==> src/apf_pkg.sv <==
// Constants, register map and types for the amplifier protection fault manager.
// Assumes a single 100 MHz core clock and a register port fed by the I2C slave.
package apf_pkg;
    localparam int          NUM_CH          = 4;
    localparam int          CLK_PERIOD_NS   = 10;
    localparam int          DIAG_RETRY_MS   = 1000;
    // Register offsets
    localparam logic [7:0]  ADDR_MISC_ONE   = 8'h01;
    localparam logic [7:0]  ADDR_OC_ERR     = 8'h10;
    localparam logic [7:0]  ADDR_CH_ERR     = 8'h11;
    localparam logic [7:0]  ADDR_GLOB_ERR   = 8'h12;
    localparam logic [7:0]  ADDR_WARN_FLAGS = 8'h13;
    localparam logic [7:0]  ADDR_PIN_MASKS  = 8'h14;
    localparam logic [7:0]  ADDR_MISC_THREE = 8'h21;
    localparam logic [7:0]  ADDR_CLIP_WIN   = 8'h23;
    localparam logic [7:0]  ADDR_CAP_STAT   = 8'h25;
    // Reset values
    localparam logic [7:0]  RST_MISC_ONE    = 8'h00;
    localparam logic [7:0]  RST_PIN_MASKS   = 8'h00;
    localparam logic [7:0]  RST_CLIP_WIN    = 8'h14;
    localparam logic        RST_DIAG_EN     = 1'b1;
    // misc_control_one fields
    localparam int          M1_CAP_LEVEL    = 4;
    localparam int          M1_CAUTION_LO   = 5;
    // misc_control_three fields
    localparam int          M3_CLEAR        = 7;
    localparam int          M3_AUTO_RECOVER = 3;
    localparam int          M3_CLIP_NOLATCH = 2;
    localparam int          M3_DIAG_EN      = 0;
    // alert_pin_masks fields
    localparam int          MK_CLIP         = 0;
    localparam int          MK_CAUTION      = 1;
    localparam int          MK_CAP          = 2;
    localparam int          MK_DC           = 3;
    localparam int          MK_OC           = 4;
    localparam int          MK_THERM        = 5;
    localparam int          MK_SUPPLY       = 6;
    // Global error register fields
    localparam int          GE_OUT_LOW      = 0;
    localparam int          GE_BAT_LOW      = 1;
    localparam int          GE_HIGH         = 2;
    localparam int          GE_THERM        = 3;
    // Warning flag fields above the channel bits
    localparam int          WF_GLOBAL       = 4;
    localparam int          WF_RESTART      = 5;
    localparam int          WF_CLIP         = 6;

    typedef enum logic [1:0] {
        OC_PLAY,
        OC_TRIPPED,
        OC_DIAG,
        OC_WAIT
    } apf_oc_state_t;
endpackage : apf_pkg

==> src/apf_fault_manager.sv <==
// Protection and monitoring logic for a four-channel class-D amplifier.
// Assumes comparator inputs synchronous to core_clk and an external I2C slave
// that presents register reads and writes on the plain register port.
//
// Behaviour
// - Cut PWM pulse on current cap, keep playing
// - Current cap only warns: caution pin, status
// - Per-channel limiting; cap level from 0x01 bit4
// - Overcurrent trip: Hi-Z, record, error pin
// - After clear, diagnose; retry every second
// - Diagnostics off: Hi-Z until host clears
// - DC offset: Hi-Z, record, error pin
// - Mask hides DC offset from error pin
// - Clip after window count of full-duty cycles
// - Clip latches by default, pin routing maskable
// - Non-latching clip follows full duty live
// - Four thermal caution levels, maskable caution pin
// - Global thermal trip: all Hi-Z, error pin
// - Thermal trip holds unless auto-recovery selected
// - Error pin stays until clear after trip
// - Channel caution sets 0x13 bit, caution pin
// - Channel thermal trip Hi-Z; auto-recovers below caution
// - Supply low raises error pin and status
// - Restart resets registers and status
// - Restart sets restart warning and caution pin
// - Supply high raises error pin and status
// - Error reports hold until clear written
// - Caution pin latches until clear written
// - Masks gate only the alert pins, default unmasked
`timescale 1ns/100ps
module apf_fault_manager
    import apf_pkg::*;
#(
    parameter int unsigned RETRY_CYCLES = DIAG_RETRY_MS * 1000000 / CLK_PERIOD_NS
) (
    // Clock and power-on restart
    input  wire logic               core_clk,
    input  wire logic               rst_n,
    // Register port from the I2C slave
    input  wire logic [7:0]         regAddr,
    input  wire logic [7:0]         regWrData,
    input  wire logic               regWrEn,
    input  wire logic               regRdEn,
    output logic      [7:0]         regRdData,
    // Per-channel monitors
    input  wire logic [NUM_CH-1:0]  capHit,
    input  wire logic [NUM_CH-1:0]  tripHit,
    input  wire logic [NUM_CH-1:0]  dcOffsetHit,
    input  wire logic               pwmTick,
    input  wire logic [NUM_CH-1:0]  dutyFull,
    input  wire logic [NUM_CH-1:0]  chanCautionHot,
    input  wire logic [NUM_CH-1:0]  chanTripHot,
    // Global monitors
    input  wire logic [3:0]         tempAbove,
    input  wire logic               globalTripHot,
    input  wire logic               outSupplyLow,
    input  wire logic               batSupplyLow,
    input  wire logic               outSupplyHigh,
    // Load diagnostic engine
    input  wire logic [NUM_CH-1:0]  diagDone,
    input  wire logic [NUM_CH-1:0]  diagPass,
    output logic      [NUM_CH-1:0]  diagStart,
    // Output stage control
    output logic      [NUM_CH-1:0]  pulseCut,
    output logic      [NUM_CH-1:0]  chanHiZ,
    output logic                    capLevelSel,
    // Open-drain alert pins
    output logic                    errPinOut,
    output logic                    errPinOeN,
    output logic                    cautionPinOut,
    output logic                    cautionPinOeN
);

    typedef struct packed {
        logic [7:0]                    miscOne;
        logic [7:0]                    masks;
        logic                          autoRecover;
        logic                          clipNoLatch;
        logic                          diagEn;
        logic [7:0]                    clipWin;
        logic                          clearPend;
        logic [NUM_CH-1:0]             ocErr;
        logic [NUM_CH-1:0]             dcErr;
        logic [NUM_CH-1:0]             chanTripErr;
        logic [NUM_CH-1:0]             chanCaution;
        logic [NUM_CH-1:0]             capStat;
        logic [3:0]                    globErr;
        logic                          globCaution;
        logic                          restartWarn;
        logic                          clipFlag;
        logic                          thermShut;
        logic [NUM_CH-1:0]             chanShut;
        apf_oc_state_t [NUM_CH-1:0]    ocState;
        logic [NUM_CH-1:0][26:0]       ocTimer;
        logic [NUM_CH-1:0][7:0]        clipCnt;
        logic [7:0]                    rdData;
        logic [NUM_CH-1:0]             hiZ;
        logic [NUM_CH-1:0]             pulseCut;
        logic [NUM_CH-1:0]             diagStart;
        logic                          errOeN;
        logic                          cautionOeN;
        logic                          errOut;
        logic                          cautionOut;
    } apf_state_t;

    apf_state_t s_q;
    apf_state_t s_d;

    logic                 clearNow;
    logic [NUM_CH-1:0]    clipNow;
    logic                 cautionHot;
    logic                 errSet;
    logic                 cautionSet;
    logic [1:0]           cautionSel;

    // Fault sources after masking, except supplyFault, which is raw
    logic                 supplyFault;
    logic                 errOcSrc;
    logic                 errDcSrc;
    logic                 errThermSrc;
    logic                 errSupplySrc;
    // Caution sources after masking
    logic                 cautionClipSrc;
    logic                 cautionHotSrc;
    logic                 cautionCapSrc;

    always_comb begin
        s_d        = s_q;
        clearNow   = s_q.clearPend;
        clipNow    = '0;
        cautionSel = s_q.miscOne[M1_CAUTION_LO+1:M1_CAUTION_LO];
        cautionHot = tempAbove[cautionSel];
        s_d.clearPend = 1'b0;
        s_d.diagStart = '0;

        // Supply faults force every channel to Hi-Z
        supplyFault = outSupplyLow || batSupplyLow || outSupplyHigh;

        // Register writes
        if (regWrEn) begin
            if (regAddr == ADDR_MISC_ONE) begin
                s_d.miscOne = regWrData;
            end else if (regAddr == ADDR_PIN_MASKS) begin
                s_d.masks = regWrData;
            end else if (regAddr == ADDR_MISC_THREE) begin
                s_d.clearPend   = regWrData[M3_CLEAR];
                s_d.autoRecover = regWrData[M3_AUTO_RECOVER];
                s_d.clipNoLatch = regWrData[M3_CLIP_NOLATCH];
                s_d.diagEn      = regWrData[M3_DIAG_EN];
            end else if (regAddr == ADDR_CLIP_WIN) begin
                s_d.clipWin = regWrData;
            end
        end

        // Sticky status: clear first, events win
        if (clearNow) begin
            s_d.ocErr       = '0;
            s_d.dcErr       = '0;
            s_d.chanTripErr = '0;
            s_d.chanCaution = '0;
            s_d.capStat     = '0;
            s_d.globErr     = '0;
            s_d.globCaution = 1'b0;
            s_d.restartWarn = 1'b0;
            s_d.clipFlag    = 1'b0;
        end
        s_d.capStat     = s_d.capStat | capHit;
        s_d.ocErr       = s_d.ocErr | tripHit;
        s_d.dcErr       = s_d.dcErr | dcOffsetHit;
        s_d.chanTripErr = s_d.chanTripErr | chanTripHot;
        s_d.chanCaution = s_d.chanCaution | chanCautionHot;
        s_d.globCaution = s_d.globCaution | cautionHot;
        s_d.globErr[GE_OUT_LOW] = s_d.globErr[GE_OUT_LOW] | outSupplyLow;
        s_d.globErr[GE_BAT_LOW] = s_d.globErr[GE_BAT_LOW] | batSupplyLow;
        s_d.globErr[GE_HIGH]    = s_d.globErr[GE_HIGH] | outSupplyHigh;
        s_d.globErr[GE_THERM]   = s_d.globErr[GE_THERM] | globalTripHot;

        // Clip window counting per channel
        for (int ch = 0; ch < NUM_CH; ch++) begin
            if (!dutyFull[ch]) begin
                s_d.clipCnt[ch] = '0;
            end else if (pwmTick && s_q.clipCnt[ch] != 8'hFF) begin
                s_d.clipCnt[ch] = s_q.clipCnt[ch] + 8'h01;
            end
            clipNow[ch] = dutyFull[ch] && (s_q.clipCnt[ch] >= s_q.clipWin);
        end
        if (s_q.clipNoLatch) begin
            s_d.clipFlag = |clipNow;
        end else begin
            s_d.clipFlag = s_d.clipFlag | (|clipNow);
        end

        // Global thermal shutdown
        if (globalTripHot) begin
            s_d.thermShut = 1'b1;
        end else if (s_q.autoRecover || clearNow) begin
            s_d.thermShut = 1'b0;
        end

        // Per-channel thermal shutdown and overcurrent retry
        for (int ch = 0; ch < NUM_CH; ch++) begin
            if (chanTripHot[ch]) begin
                s_d.chanShut[ch] = 1'b1;
            end else if ((s_q.autoRecover && !chanCautionHot[ch]) || clearNow) begin
                s_d.chanShut[ch] = 1'b0;
            end

            case (s_q.ocState[ch])
                OC_PLAY: begin
                    if (tripHit[ch]) begin
                        s_d.ocState[ch] = OC_TRIPPED;
                    end
                end
                OC_TRIPPED: begin
                    if (clearNow && !tripHit[ch]) begin
                        if (s_q.diagEn) begin
                            s_d.ocState[ch]   = OC_DIAG;
                            s_d.diagStart[ch] = 1'b1;
                        end else begin
                            s_d.ocState[ch] = OC_PLAY;
                        end
                    end
                end
                OC_DIAG: begin
                    if (diagDone[ch]) begin
                        if (diagPass[ch]) begin
                            s_d.ocState[ch] = OC_PLAY;
                        end else begin
                            s_d.ocState[ch] = OC_WAIT;
                            s_d.ocTimer[ch] = '0;
                        end
                    end
                end
                OC_WAIT: begin
                    if (s_q.ocTimer[ch] >= 27'(RETRY_CYCLES - 1)) begin
                        s_d.ocState[ch]   = OC_DIAG;
                        s_d.diagStart[ch] = 1'b1;
                    end else begin
                        s_d.ocTimer[ch] = s_q.ocTimer[ch] + 27'd1;
                    end
                end
                default: begin
                    s_d.ocState[ch] = OC_TRIPPED;
                end
            endcase

            s_d.hiZ[ch] = (s_d.ocState[ch] != OC_PLAY) || s_d.dcErr[ch]
                        || s_d.chanShut[ch] || s_d.thermShut
                        || supplyFault;
        end

        // Pulse truncation while still playing
        s_d.pulseCut = capHit & ~s_d.hiZ;

        // Error pin: masks gate only the pin
        errOcSrc     = (|s_d.ocErr) && !s_q.masks[MK_OC];
        errDcSrc     = (|s_d.dcErr) && !s_q.masks[MK_DC];
        errThermSrc  = (s_d.globErr[GE_THERM] || (|s_d.chanTripErr))
                     && !s_q.masks[MK_THERM];
        errSupplySrc = (|s_d.globErr[GE_HIGH:GE_OUT_LOW]) && !s_q.masks[MK_SUPPLY];
        errSet       = errOcSrc || errDcSrc || errThermSrc || errSupplySrc;
        if (errSet) begin
            s_d.errOeN = 1'b0;
        end else if (clearNow) begin
            s_d.errOeN = 1'b1;
        end

        // Caution pin latches until clear
        cautionClipSrc = s_d.clipFlag && !s_q.masks[MK_CLIP];
        cautionHotSrc  = (s_d.globCaution || (|s_d.chanCaution))
                       && !s_q.masks[MK_CAUTION];
        cautionCapSrc  = (|s_d.capStat) && !s_q.masks[MK_CAP];
        cautionSet     = cautionClipSrc || cautionHotSrc || cautionCapSrc
                       || s_d.restartWarn;
        if (cautionSet) begin
            s_d.cautionOeN = 1'b0;
        end else if (clearNow) begin
            s_d.cautionOeN = 1'b1;
        end

        // Open-drain data stays low; only the enables move
        s_d.errOut     = 1'b0;
        s_d.cautionOut = 1'b0;

        // Register reads
        s_d.rdData = 8'h00;
        if (regRdEn) begin
            if (regAddr == ADDR_MISC_ONE) begin
                s_d.rdData = s_q.miscOne;
            end else if (regAddr == ADDR_OC_ERR) begin
                s_d.rdData = {4'h0, s_q.ocErr};
            end else if (regAddr == ADDR_CH_ERR) begin
                s_d.rdData = {s_q.chanTripErr, s_q.dcErr};
            end else if (regAddr == ADDR_GLOB_ERR) begin
                s_d.rdData = {4'h0, s_q.globErr};
            end else if (regAddr == ADDR_WARN_FLAGS) begin
                s_d.rdData = {1'b0, s_q.clipFlag, s_q.restartWarn, s_q.globCaution, s_q.chanCaution};
            end else if (regAddr == ADDR_PIN_MASKS) begin
                s_d.rdData = s_q.masks;
            end else if (regAddr == ADDR_MISC_THREE) begin
                s_d.rdData = {4'h0, s_q.autoRecover, s_q.clipNoLatch, 1'b0, s_q.diagEn};
            end else if (regAddr == ADDR_CLIP_WIN) begin
                s_d.rdData = s_q.clipWin;
            end else if (regAddr == ADDR_CAP_STAT) begin
                s_d.rdData = {4'h0, s_q.capStat};
            end
        end
    end

    always_ff @(posedge core_clk or negedge rst_n) begin
        if (!rst_n) begin
            s_q             <= '0;
            s_q.miscOne     <= RST_MISC_ONE;
            s_q.masks       <= RST_PIN_MASKS;
            s_q.clipWin     <= RST_CLIP_WIN;
            s_q.diagEn      <= RST_DIAG_EN;
            s_q.restartWarn <= 1'b1;
            s_q.cautionOeN  <= 1'b0;
            s_q.errOeN      <= 1'b1;
            s_q.errOut      <= 1'b0;
            s_q.cautionOut  <= 1'b0;
            s_q.hiZ         <= '1;
            for (int ch = 0; ch < NUM_CH; ch++) begin
                s_q.ocState[ch] <= OC_PLAY;
            end
        end else begin
            s_q <= s_d;
        end
    end

    assign regRdData     = s_q.rdData;
    assign diagStart     = s_q.diagStart;
    assign pulseCut      = s_q.pulseCut;
    assign chanHiZ       = s_q.hiZ;
    assign capLevelSel   = s_q.miscOne[M1_CAP_LEVEL];
    assign errPinOut     = s_q.errOut;
    assign errPinOeN     = s_q.errOeN;
    assign cautionPinOut = s_q.cautionOut;
    assign cautionPinOeN = s_q.cautionOeN;

endmodule : apf_fault_manager

==> config.mk <==
export PLATFORM = sky130hd
export DESIGN_NAME = apf_fault_manager
export DESIGN_NICKNAME = d
export VERILOG_FILES = /design/src/apf_pkg.sv /design/src/apf_fault_manager.sv
export SDC_FILE = /design/constraint.sdc
export NUM_CORES = 1
export LEC_CHECK = 0
export BUFFER_PORTS_ARGS = -buffer_cell sky130_fd_sc_hd__buf_4
export CORE_AREA = 2 2 134 162
export DETAILED_ROUTE_END_ITERATION = 8
export DIE_AREA = 0 0 136 164
export PLACE_DENSITY = 0.8
export SLEW_MARGIN = 20
export SYNTH_ARGS = -nofsm -noshare
export SYNTH_HDL_FRONTEND = slang
export SYNTH_SLANG_ARGS = --single-unit
==> constraint.sdc <==
create_clock -name core_clk -period 3.2 [get_ports core_clk]
set_input_delay 0.16 -clock core_clk [delete_from_list [all_inputs] [get_ports core_clk]]
set_output_delay 0.16 -clock core_clk [all_outputs]
set_load 0.03 [all_outputs]
==> impl_metrics.xml, run 1 <==
<?xml version="1.0" encoding="UTF-8"?>
<metrics>
  <group name="min_path">
    <metric name="worstHoldStart" unit="">regAddr[0]</metric>
    <metric name="worstHoldPathType" unit="">primary input to register</metric>
  </group>
  <group name="timing">
    <metric name="setup_viol" unit="">0</metric>
    <metric name="timing.hold.ws" unit="ns">0.0156</metric>
    <metric name="hold_viol" unit="">0</metric>
    <metric name="maxSlewHeadroom" unit="">0.378</metric>
    <metric name="report.final.slew_viol_count" unit="">0</metric>
    <metric name="period_utilization_post_route" unit="">0.843</metric>
    <metric name="grt_setup_unrepaired" unit="">no</metric>
    <metric name="period_needed" unit="ns">2.70</metric>
    <metric name="maxClockFrequency" unit="GHz">0.371</metric>
    <metric name="worst_clock_skew" unit="ns">0.0138</metric>
    <metric name="max_slew.worst_pin.slew" unit="ns">0.931</metric>
    <metric name="setup_tns" unit="ns">0</metric>
  </group>
  <group name="clock_tree">
    <metric name="resized_gates_after_cts" unit="">0</metric>
    <metric name="cts_hold_buf" unit="">44</metric>
    <metric name="clock_tree.htree_level_count" unit="">1</metric>
    <metric name="cts_buffer_depth" unit="">3</metric>
    <metric name="post-cts-setup-buffer-count" unit="">0</metric>
    <metric name="number_of_buffers_created_by_cts" unit="">25</metric>
    <metric name="cts_sink_cnt" unit="">230</metric>
    <metric name="clock-root-buffer" unit="">clkbuf_16</metric>
    <metric name="clock_tree_from_tritoncts" unit="">yes</metric>
    <metric name="clk_pin_slew_worst_paths" unit="ns">0.06</metric>
    <metric name="clock_insertion_delay_worst_skew" unit="ns">0.52</metric>
  </group>
  <group name="synth">
    <metric name="synthDominantCellAreaShare" unit="">0.442</metric>
    <metric name="synth_enable_flop_cells" unit="">0</metric>
    <metric name="synthesis.instances" unit="">1278</metric>
    <metric name="synth_area" unit="um^2">12500</metric>
    <metric name="synth_ff_type" unit="">dfrtp_1</metric>
    <metric name="post_synth_num_cell_types" unit="">86</metric>
    <metric name="mean_instance_size_in_the_synthesized_netlist" unit="um^2">9.78</metric>
    <metric name="ys_seq_area_frac" unit="">0.461</metric>
    <metric name="postSynthRegisterBits" unit="">230</metric>
    <metric name="async_flop_share" unit="">1.00</metric>
    <metric name="post_synth_main_area_contributors" unit="">dfrtp_1 (44%), ha_1 (4.0%), nand2_1 (3.9%), xnor2_1 (2.8%), a21oi_1 (2.7%)</metric>
    <metric name="synth_top_cell_by_area" unit="">dfrtp_1</metric>
    <metric name="yosysWarnings" unit="">0</metric>
  </group>
  <group name="route">
    <metric name="wl" unit="um">30000</metric>
    <metric name="wire_per_inst" unit="um">17.9</metric>
    <metric name="initial_drt_markers" unit="">665</metric>
    <metric name="num_vias" unit="">10452</metric>
    <metric name="drt_pre_antenna_iters" unit="">5</metric>
    <metric name="detail_route.vias_per_cell" unit="">6.23</metric>
    <metric name="route.antenna.remaining_nets" unit="">0</metric>
    <metric name="drc" unit="">0</metric>
  </group>
  <group name="worst_setup_path">
    <metric name="critPathLaunch" unit="">s_q[106]$_DFFE_PN0P_</metric>
    <metric name="timing.reg2reg.setup_slack" unit="ns">0.50</metric>
    <metric name="setup.worst_path.start_class" unit="">register</metric>
    <metric name="crit-reg2reg-launch" unit="">s_q[106]$_DFFE_PN0P_</metric>
    <metric name="arrival_time_of_the_worst_setup_path" unit="ns">3.13</metric>
    <metric name="data_required_time_of_the_critical_path" unit="ns">3.63</metric>
    <metric name="worst-setup-path-type" unit="">register to register</metric>
    <metric name="critical_path.max_fanout" unit="">8</metric>
    <metric name="critPathCaptureType" unit="">register</metric>
  </group>
  <group name="die">
    <metric name="die_h" unit="um">164</metric>
    <metric name="die_width" unit="um">136</metric>
    <metric name="placeableCoreArea" unit="um^2">20800</metric>
    <metric name="die-area" unit="um^2">22300</metric>
    <metric name="initial_utilization" unit="">0.602</metric>
    <metric name="design.portCount" unit="">86</metric>
    <metric name="rows" unit="">58</metric>
  </group>
  <group name="layout">
    <metric name="layout.cells.most_common" unit="">dfrtp_1</metric>
    <metric name="num_antenna_cells" unit="">0</metric>
    <metric name="drive_gt1_frac" unit="">0.150</metric>
    <metric name="n_fill_cell" unit="">1557</metric>
    <metric name="most-common-layout-cells" unit="">dfrtp_1 (221), nand2_1 (129), buf_4 (99)</metric>
    <metric name="nets" unit="">1491</metric>
    <metric name="area_delta_synth_final" unit="%">16.1</metric>
  </group>
  <group name="grt">
    <metric name="gr-usage-met1" unit="">0.356</metric>
    <metric name="antenna_found_initial" unit="">0</metric>
    <metric name="grt_util_met3" unit="">0.0355</metric>
    <metric name="grt_overflow" unit="">0</metric>
    <metric name="via_count_of_the_first_global_routing_pass" unit="">10370</metric>
    <metric name="globalRouteMet2Util" unit="">0.489</metric>
    <metric name="global_route.peak_usage_layer" unit="">met2</metric>
    <metric name="track_usage" unit="">0.277</metric>
    <metric name="first_pass_grt_wire_length" unit="um">50100</metric>
    <metric name="grt_max_degree" unit="">76</metric>
  </group>
  <group name="pwr">
    <metric name="static-leakage-power" unit="nW">6.23</metric>
    <metric name="clkPwrFrac" unit="">0.340</metric>
    <metric name="internal_power" unit="mW">5.57</metric>
    <metric name="seq_power_share" unit="">0.472</metric>
    <metric name="switching_share" unit="">0.309</metric>
    <metric name="powerDensity" unit="nW/um^2">555</metric>
    <metric name="highest_ir_drop_seen_on_vdd" unit="uV">410</metric>
    <metric name="netSwitchingPower" unit="mW">2.49</metric>
    <metric name="share_comb_of_total_power" unit="">0.188</metric>
  </group>
  <group name="placement">
    <metric name="gpl.final_weighted_congestion" unit="">0.879</metric>
    <metric name="detailed_place_hpwl" unit="um">20800</metric>
    <metric name="portBuffers" unit="">83</metric>
  </group>
  <group name="outcome">
    <metric name="status" unit="">complete, no violations</metric>
  </group>
  <group name="flow_run">
    <metric name="max_cap_viol_count" unit="">0</metric>
  </group>
</metrics>
## state kept, by name, indices dropped and copies added (netlist names)
name and count:
diagStart 4, capLevelSel 1, pulseCut 4, regRdData 8
s_q 204, clearNow 1, cautionSel 2, cautionPinOeN 1
errPinOeN 1, chanHiZ 4
## cell families (layout without fill, tap and decap cells)
family	after synthesis	after routing	synth area share
other cells	1	2	0.000300
simple gates	517	517	0.224
flops	230	230	0.461
fa+ha+maj	40	40	0.0400
compound gates	274	274	0.150
mux	54	54	0.0490
xor+xnor	47	47	0.0329
buf+inv	115	244	0.0423
## path summary, 6_finish.rpt
check	endpoint	cells past startpoint
min in group asynchronous	s_q[27]$_DFFE_PN0P_	2
setup / recovery	s_q[107]$_DFFE_PN0P_	6
setup reg to reg	s_q[107]$_DFFE_PN0P_	6
hold reg to reg	s_q[223]$_DFFE_PN0P_	2
hold / removal	regRdData[6]$_DFF_PN0_	3
max in group asynchronous	s_q[213]$_DFFE_PN1P_	3
## metal layers
metal  vias up  share of wire
met1      5189           0.42
met2       289           0.50
met5         -              0
met3        46          0.053
met4         0          0.023
li1       4928              -
## synthesized netlist by cell type (all sizes together) (25+ instances only)
master,instances
nor2,67
clkbuf,31
o21ai,46
or3,25
ha,40
a21o,31
nand4,43
nand3,62
xnor2,40
buf,30
dfrtp,221
nand2,129
inv,54
mux2,28
a21oi,67
and2,34
or4,25
## worst max-delay path: stages (launching register included)
cell and delay (ns):
dfrtp_1 0.41, nand4_1 0.17, o21ai_0 0.15, nor3_1 0.68, o2111ai_1 0.48, or4_1 0.58, a21oi_1 0.15
## stage by stage
step | util | cells | area [um^2] | setup WS [ns] | total power [mW]
after floorplan | - | 1279 | 12500 | 0.699 | 4.77
after global placement | 0.641 | 1589 | 13300 | 0.554 | 5.22
after detailed placement | 0.641 | 1589 | 13300 | 0.506 | 5.29
after CTS | 0.699 | 1678 | 14500 | 0.497 | 8.10
after global routing | 0.699 | 1678 | 14500 | 0.241 | 8.51
final | 0.699 | 1678 | 14500 | 0.502 | 8.06
## final cells by class
type | count | area (um^2) | share of cell area
clock buffers | 38 | 704 | 0.0485
clock inverters | 7 | 62.6 | 0.00431
flip-flops and latches | 230 | 5770 | 0.397
repair buffers | 145 | 1220 | 0.0840
well taps | 270 | 338 | 0.0233
multi-input cells | 934 | 6220 | 0.429
inverters | 54 | 203 | 0.0140
## power groups by stage
stage	sequential [mW]	combinational (mW)	clock (mW)
finish	3.80	1.52	2.74
detailed placement	3.83	1.46	0
CTS	3.79	1.52	2.79
global route	3.86	1.73	2.92
global placement	3.81	1.41	0
floorplan	3.69	1.08	0
No activity file was read; power rests on OpenSTA's default activity.
==> inputs of run 2 (changes only) <==
==> constraint.sdc (replaced) <==
create_clock -name core_clk -period 2.81 [get_ports core_clk]
set_input_delay 0.1405 -clock core_clk [delete_from_list [all_inputs] [get_ports core_clk]]
set_output_delay 0.1405 -clock core_clk [all_outputs]
set_load 0.03 [all_outputs]
==> run 2 against run 1 <==
  * Wire length is 2.9% higher
  * Maximum frequency is 1.4% higher
  * Clock skew is 0.0014 ns lower
  * Non-clock buffer count is 19 higher
  * Final cell count is 1.1% higher
  * Critical path type unchanged
  * Critical endpoint is now chanHiZ[2]$_DFF_PN1_
  * Largest cell class unchanged
==> impl_metrics.xml, run 2 (same netlist as run 1, synthesis figures left out) <==
<?xml version="1.0" encoding="UTF-8"?>
<metrics>
  <group name="worst_setup_path">
    <metric name="data_required_time_of_the_critical_path" unit="ns">3.24</metric>
    <metric name="crit-reg2reg-launch" unit="">s_q[110]$_DFFE_PN0P_</metric>
    <metric name="series_of_cell_instances_along_the_critical_path" unit="">ha_1, a21oi_1, or4b_1, a211oi_2, o211ai_2, a221o_2, or4_1</metric>
    <metric name="critPathLaunch" unit="">s_q[110]$_DFFE_PN0P_</metric>
    <metric name="critical-path-max-stage-delay" unit="ns">0.52</metric>
    <metric name="critical_path.max_fanout" unit="">5</metric>
    <metric name="worst-setup-path-type" unit="">register to register</metric>
    <metric name="slowest_stage" unit="">or4b_1</metric>
    <metric name="setup.worst_path.start_class" unit="">register</metric>
    <metric name="arrival_time_of_the_worst_setup_path" unit="ns">3.09</metric>
    <metric name="critPathCaptureType" unit="">register</metric>
  </group>
  <group name="timing">
    <metric name="report.final.slew_viol_count" unit="">0</metric>
    <metric name="period_needed" unit="ns">2.66</metric>
    <metric name="max_slew.worst_pin.slew" unit="ns">0.738</metric>
    <metric name="setup_slack" unit="ns">0.149</metric>
    <metric name="setup_viol" unit="">0</metric>
    <metric name="worst_clock_skew" unit="ns">0.0124</metric>
    <metric name="maxSlewHeadroom" unit="">0.508</metric>
    <metric name="period_utilization_post_route" unit="">0.947</metric>
    <metric name="setup_tns" unit="ns">0</metric>
    <metric name="grt_setup_unrepaired" unit="">yes</metric>
    <metric name="maxClockFrequency" unit="GHz">0.376</metric>
    <metric name="hold_viol" unit="">0</metric>
  </group>
  <group name="clock_tree">
    <metric name="cts_sink_cnt" unit="">230</metric>
    <metric name="clock_insertion_delay_worst_skew" unit="ns">0.52</metric>
    <metric name="cts_buffer_depth" unit="">3</metric>
    <metric name="number_of_buffers_created_by_cts" unit="">25</metric>
    <metric name="clock_tree_from_tritoncts" unit="">yes</metric>
    <metric name="clk_pin_slew_worst_paths" unit="ns">0.06</metric>
    <metric name="clock-root-buffer" unit="">clkbuf_16</metric>
    <metric name="clock_tree.htree_level_count" unit="">1</metric>
  </group>
  <group name="layout">
    <metric name="register_ranked_first_by_flip_flop_count" unit="">s_q</metric>
    <metric name="num_antenna_cells" unit="">0</metric>
    <metric name="nets" unit="">1510</metric>
    <metric name="final_design_area_excluding_fillers" unit="um^2">14800</metric>
    <metric name="core_utilization_of_the_finished_layout" unit="">0.711</metric>
    <metric name="layout.cells.most_common" unit="">dfrtp_1</metric>
    <metric name="n_fill_cell" unit="">1561</metric>
    <metric name="area_delta_synth_final" unit="%">18.1</metric>
    <metric name="drive_gt1_frac" unit="">0.163</metric>
    <metric name="total_area_of_multi_input_combinational_cells" unit="um^2">6220</metric>
    <metric name="largest_register_ffs" unit="">204</metric>
    <metric name="most-common-layout-cells" unit="">dfrtp_1 (221), nand2_1 (129), buf_4 (115)</metric>
    <metric name="final-seq-area" unit="um^2">5770</metric>
    <metric name="post_layout_nonfiller_instances" unit="">1697</metric>
  </group>
  <group name="grt">
    <metric name="grt_overflow" unit="">0</metric>
    <metric name="track_usage" unit="">0.281</metric>
    <metric name="first_pass_grt_wire_length" unit="um">50800</metric>
    <metric name="antenna_found_initial" unit="">0</metric>
    <metric name="grt_max_degree" unit="">91</metric>
    <metric name="via_count_of_the_first_global_routing_pass" unit="">10314</metric>
  </group>
  <group name="die">
    <metric name="initial_utilization" unit="">0.602</metric>
    <metric name="die_width" unit="um">136</metric>
    <metric name="die-area" unit="um^2">22300</metric>
    <metric name="rows" unit="">58</metric>
    <metric name="design.portCount" unit="">86</metric>
    <metric name="die_h" unit="um">164</metric>
    <metric name="placeableCoreArea" unit="um^2">20800</metric>
  </group>
  <group name="placement">
    <metric name="gpl.final_weighted_congestion" unit="">0.897</metric>
    <metric name="portBuffers" unit="">83</metric>
    <metric name="detailed_place_hpwl" unit="um">21000</metric>
    <metric name="place.detailed.instances" unit="">1606</metric>
    <metric name="detailed_place.area" unit="um^2">13400</metric>
    <metric name="place_worst_setup_slack" unit="ns">0.155</metric>
  </group>
  <group name="route">
    <metric name="wl" unit="um">30800</metric>
    <metric name="drc" unit="">0</metric>
    <metric name="wire_per_inst" unit="um">18.2</metric>
    <metric name="initial_drt_markers" unit="">893</metric>
    <metric name="drt_pre_antenna_iters" unit="">6</metric>
    <metric name="num_vias" unit="">10592</metric>
    <metric name="route.antenna.remaining_nets" unit="">0</metric>
    <metric name="detail_route.vias_per_cell" unit="">6.24</metric>
  </group>
  <group name="pwr">
    <metric name="static-leakage-power" unit="nW">6.38</metric>
    <metric name="highest_ir_drop_seen_on_vdd" unit="uV">716</metric>
    <metric name="powerDensity" unit="nW/um^2">645</metric>
  </group>
  <group name="min_path">
    <metric name="worstHoldPathType" unit="">primary input to register</metric>
    <metric name="worstHoldStart" unit="">diagDone[0]</metric>
  </group>
  <group name="flow_run">
    <metric name="max_cap_viol_count" unit="">0</metric>
  </group>
  <group name="outcome">
    <metric name="status" unit="">complete, no violations</metric>
  </group>
</metrics>
[run 2: layout make-up]
cell class                      instances  area share
Multi-Input combinational cell        934       0.422
Sequential cell                       230       0.391
Tap cell                              270      0.0229
Inverter                               54      0.0137
Clock buffer                           36      0.0479
Clock inverter                          9     0.00983
Timing Repair Buffer                  164      0.0934
[run 2: metal layers]
layer / vias to the layer above / wire length (um) / GRT usage / part of all wire
li1: 4975 / - / - / -
met3: 70 / 1530 / 0.0340 / 0.050
met4: 0 / 879 / 0.0838 / 0.029
met5: - / 0 / 0 / 0
met1: 5246 / 12900 / 0.364 / 0.42
met2: 301 / 15500 / 0.492 / 0.50
[run 2: final timing paths]
kind | depth (start not counted) | slack (ns) | endpoint
hold reg to reg | 1 | 0.50 | s_q[192]$_DFF_PN0_
max in group asynchronous | 3 | 1.76 | chanHiZ[2]$_DFF_PN1_
min in group asynchronous | 2 | 0.22 | s_q[52]$_DFFE_PN0P_
hold / removal | 3 | 0.06 | s_q[62]$_DFFE_PN0P_
setup reg to reg | 7 | 0.15 | chanHiZ[2]$_DFF_PN1_
setup / recovery | 7 | 0.15 | chanHiZ[2]$_DFF_PN1_
[run 2: repair_timing]
item | in CTS | in global routing
hold buffers | 46 | 0
hold endpoints to repair | 188 | 0
setup buffers | 0 | 0
setup endpoints to repair | 0 | 4
resized for setup | 0 | 1
[run 2: worst max-delay path: cells and delay by family (launching register included)]
family / cells / cell delay, ns
flip-flops: 1 / 0.40
AND/OR/NAND/NOR: 2 / 1.04
adder cells (fa/ha/maj): 1 / 0.23
AO/OA/AOI/OAI: 4 / 0.91
[run 2: per-stage QoR]
stage | hold slack [ns] | power (mW)
floorplan | -0.155 | 5.44
global placement | 0.202 | 5.96
detailed placement | 0.201 | 6.05
CTS | 0.0437 | 9.54
global route | 0.0616 | 10.0
finish | 0.0555 | 9.52
[run 2: where the power goes]
part	leakage, nW	switching (mW)	internal [mW]	total [mW]
Combinational	3.22	1.01	0.765	1.77
Clock	0.421	1.30	2.11	3.41
Sequential	2.74	0.561	3.78	4.34
Total	6.38	2.87	6.65	9.52
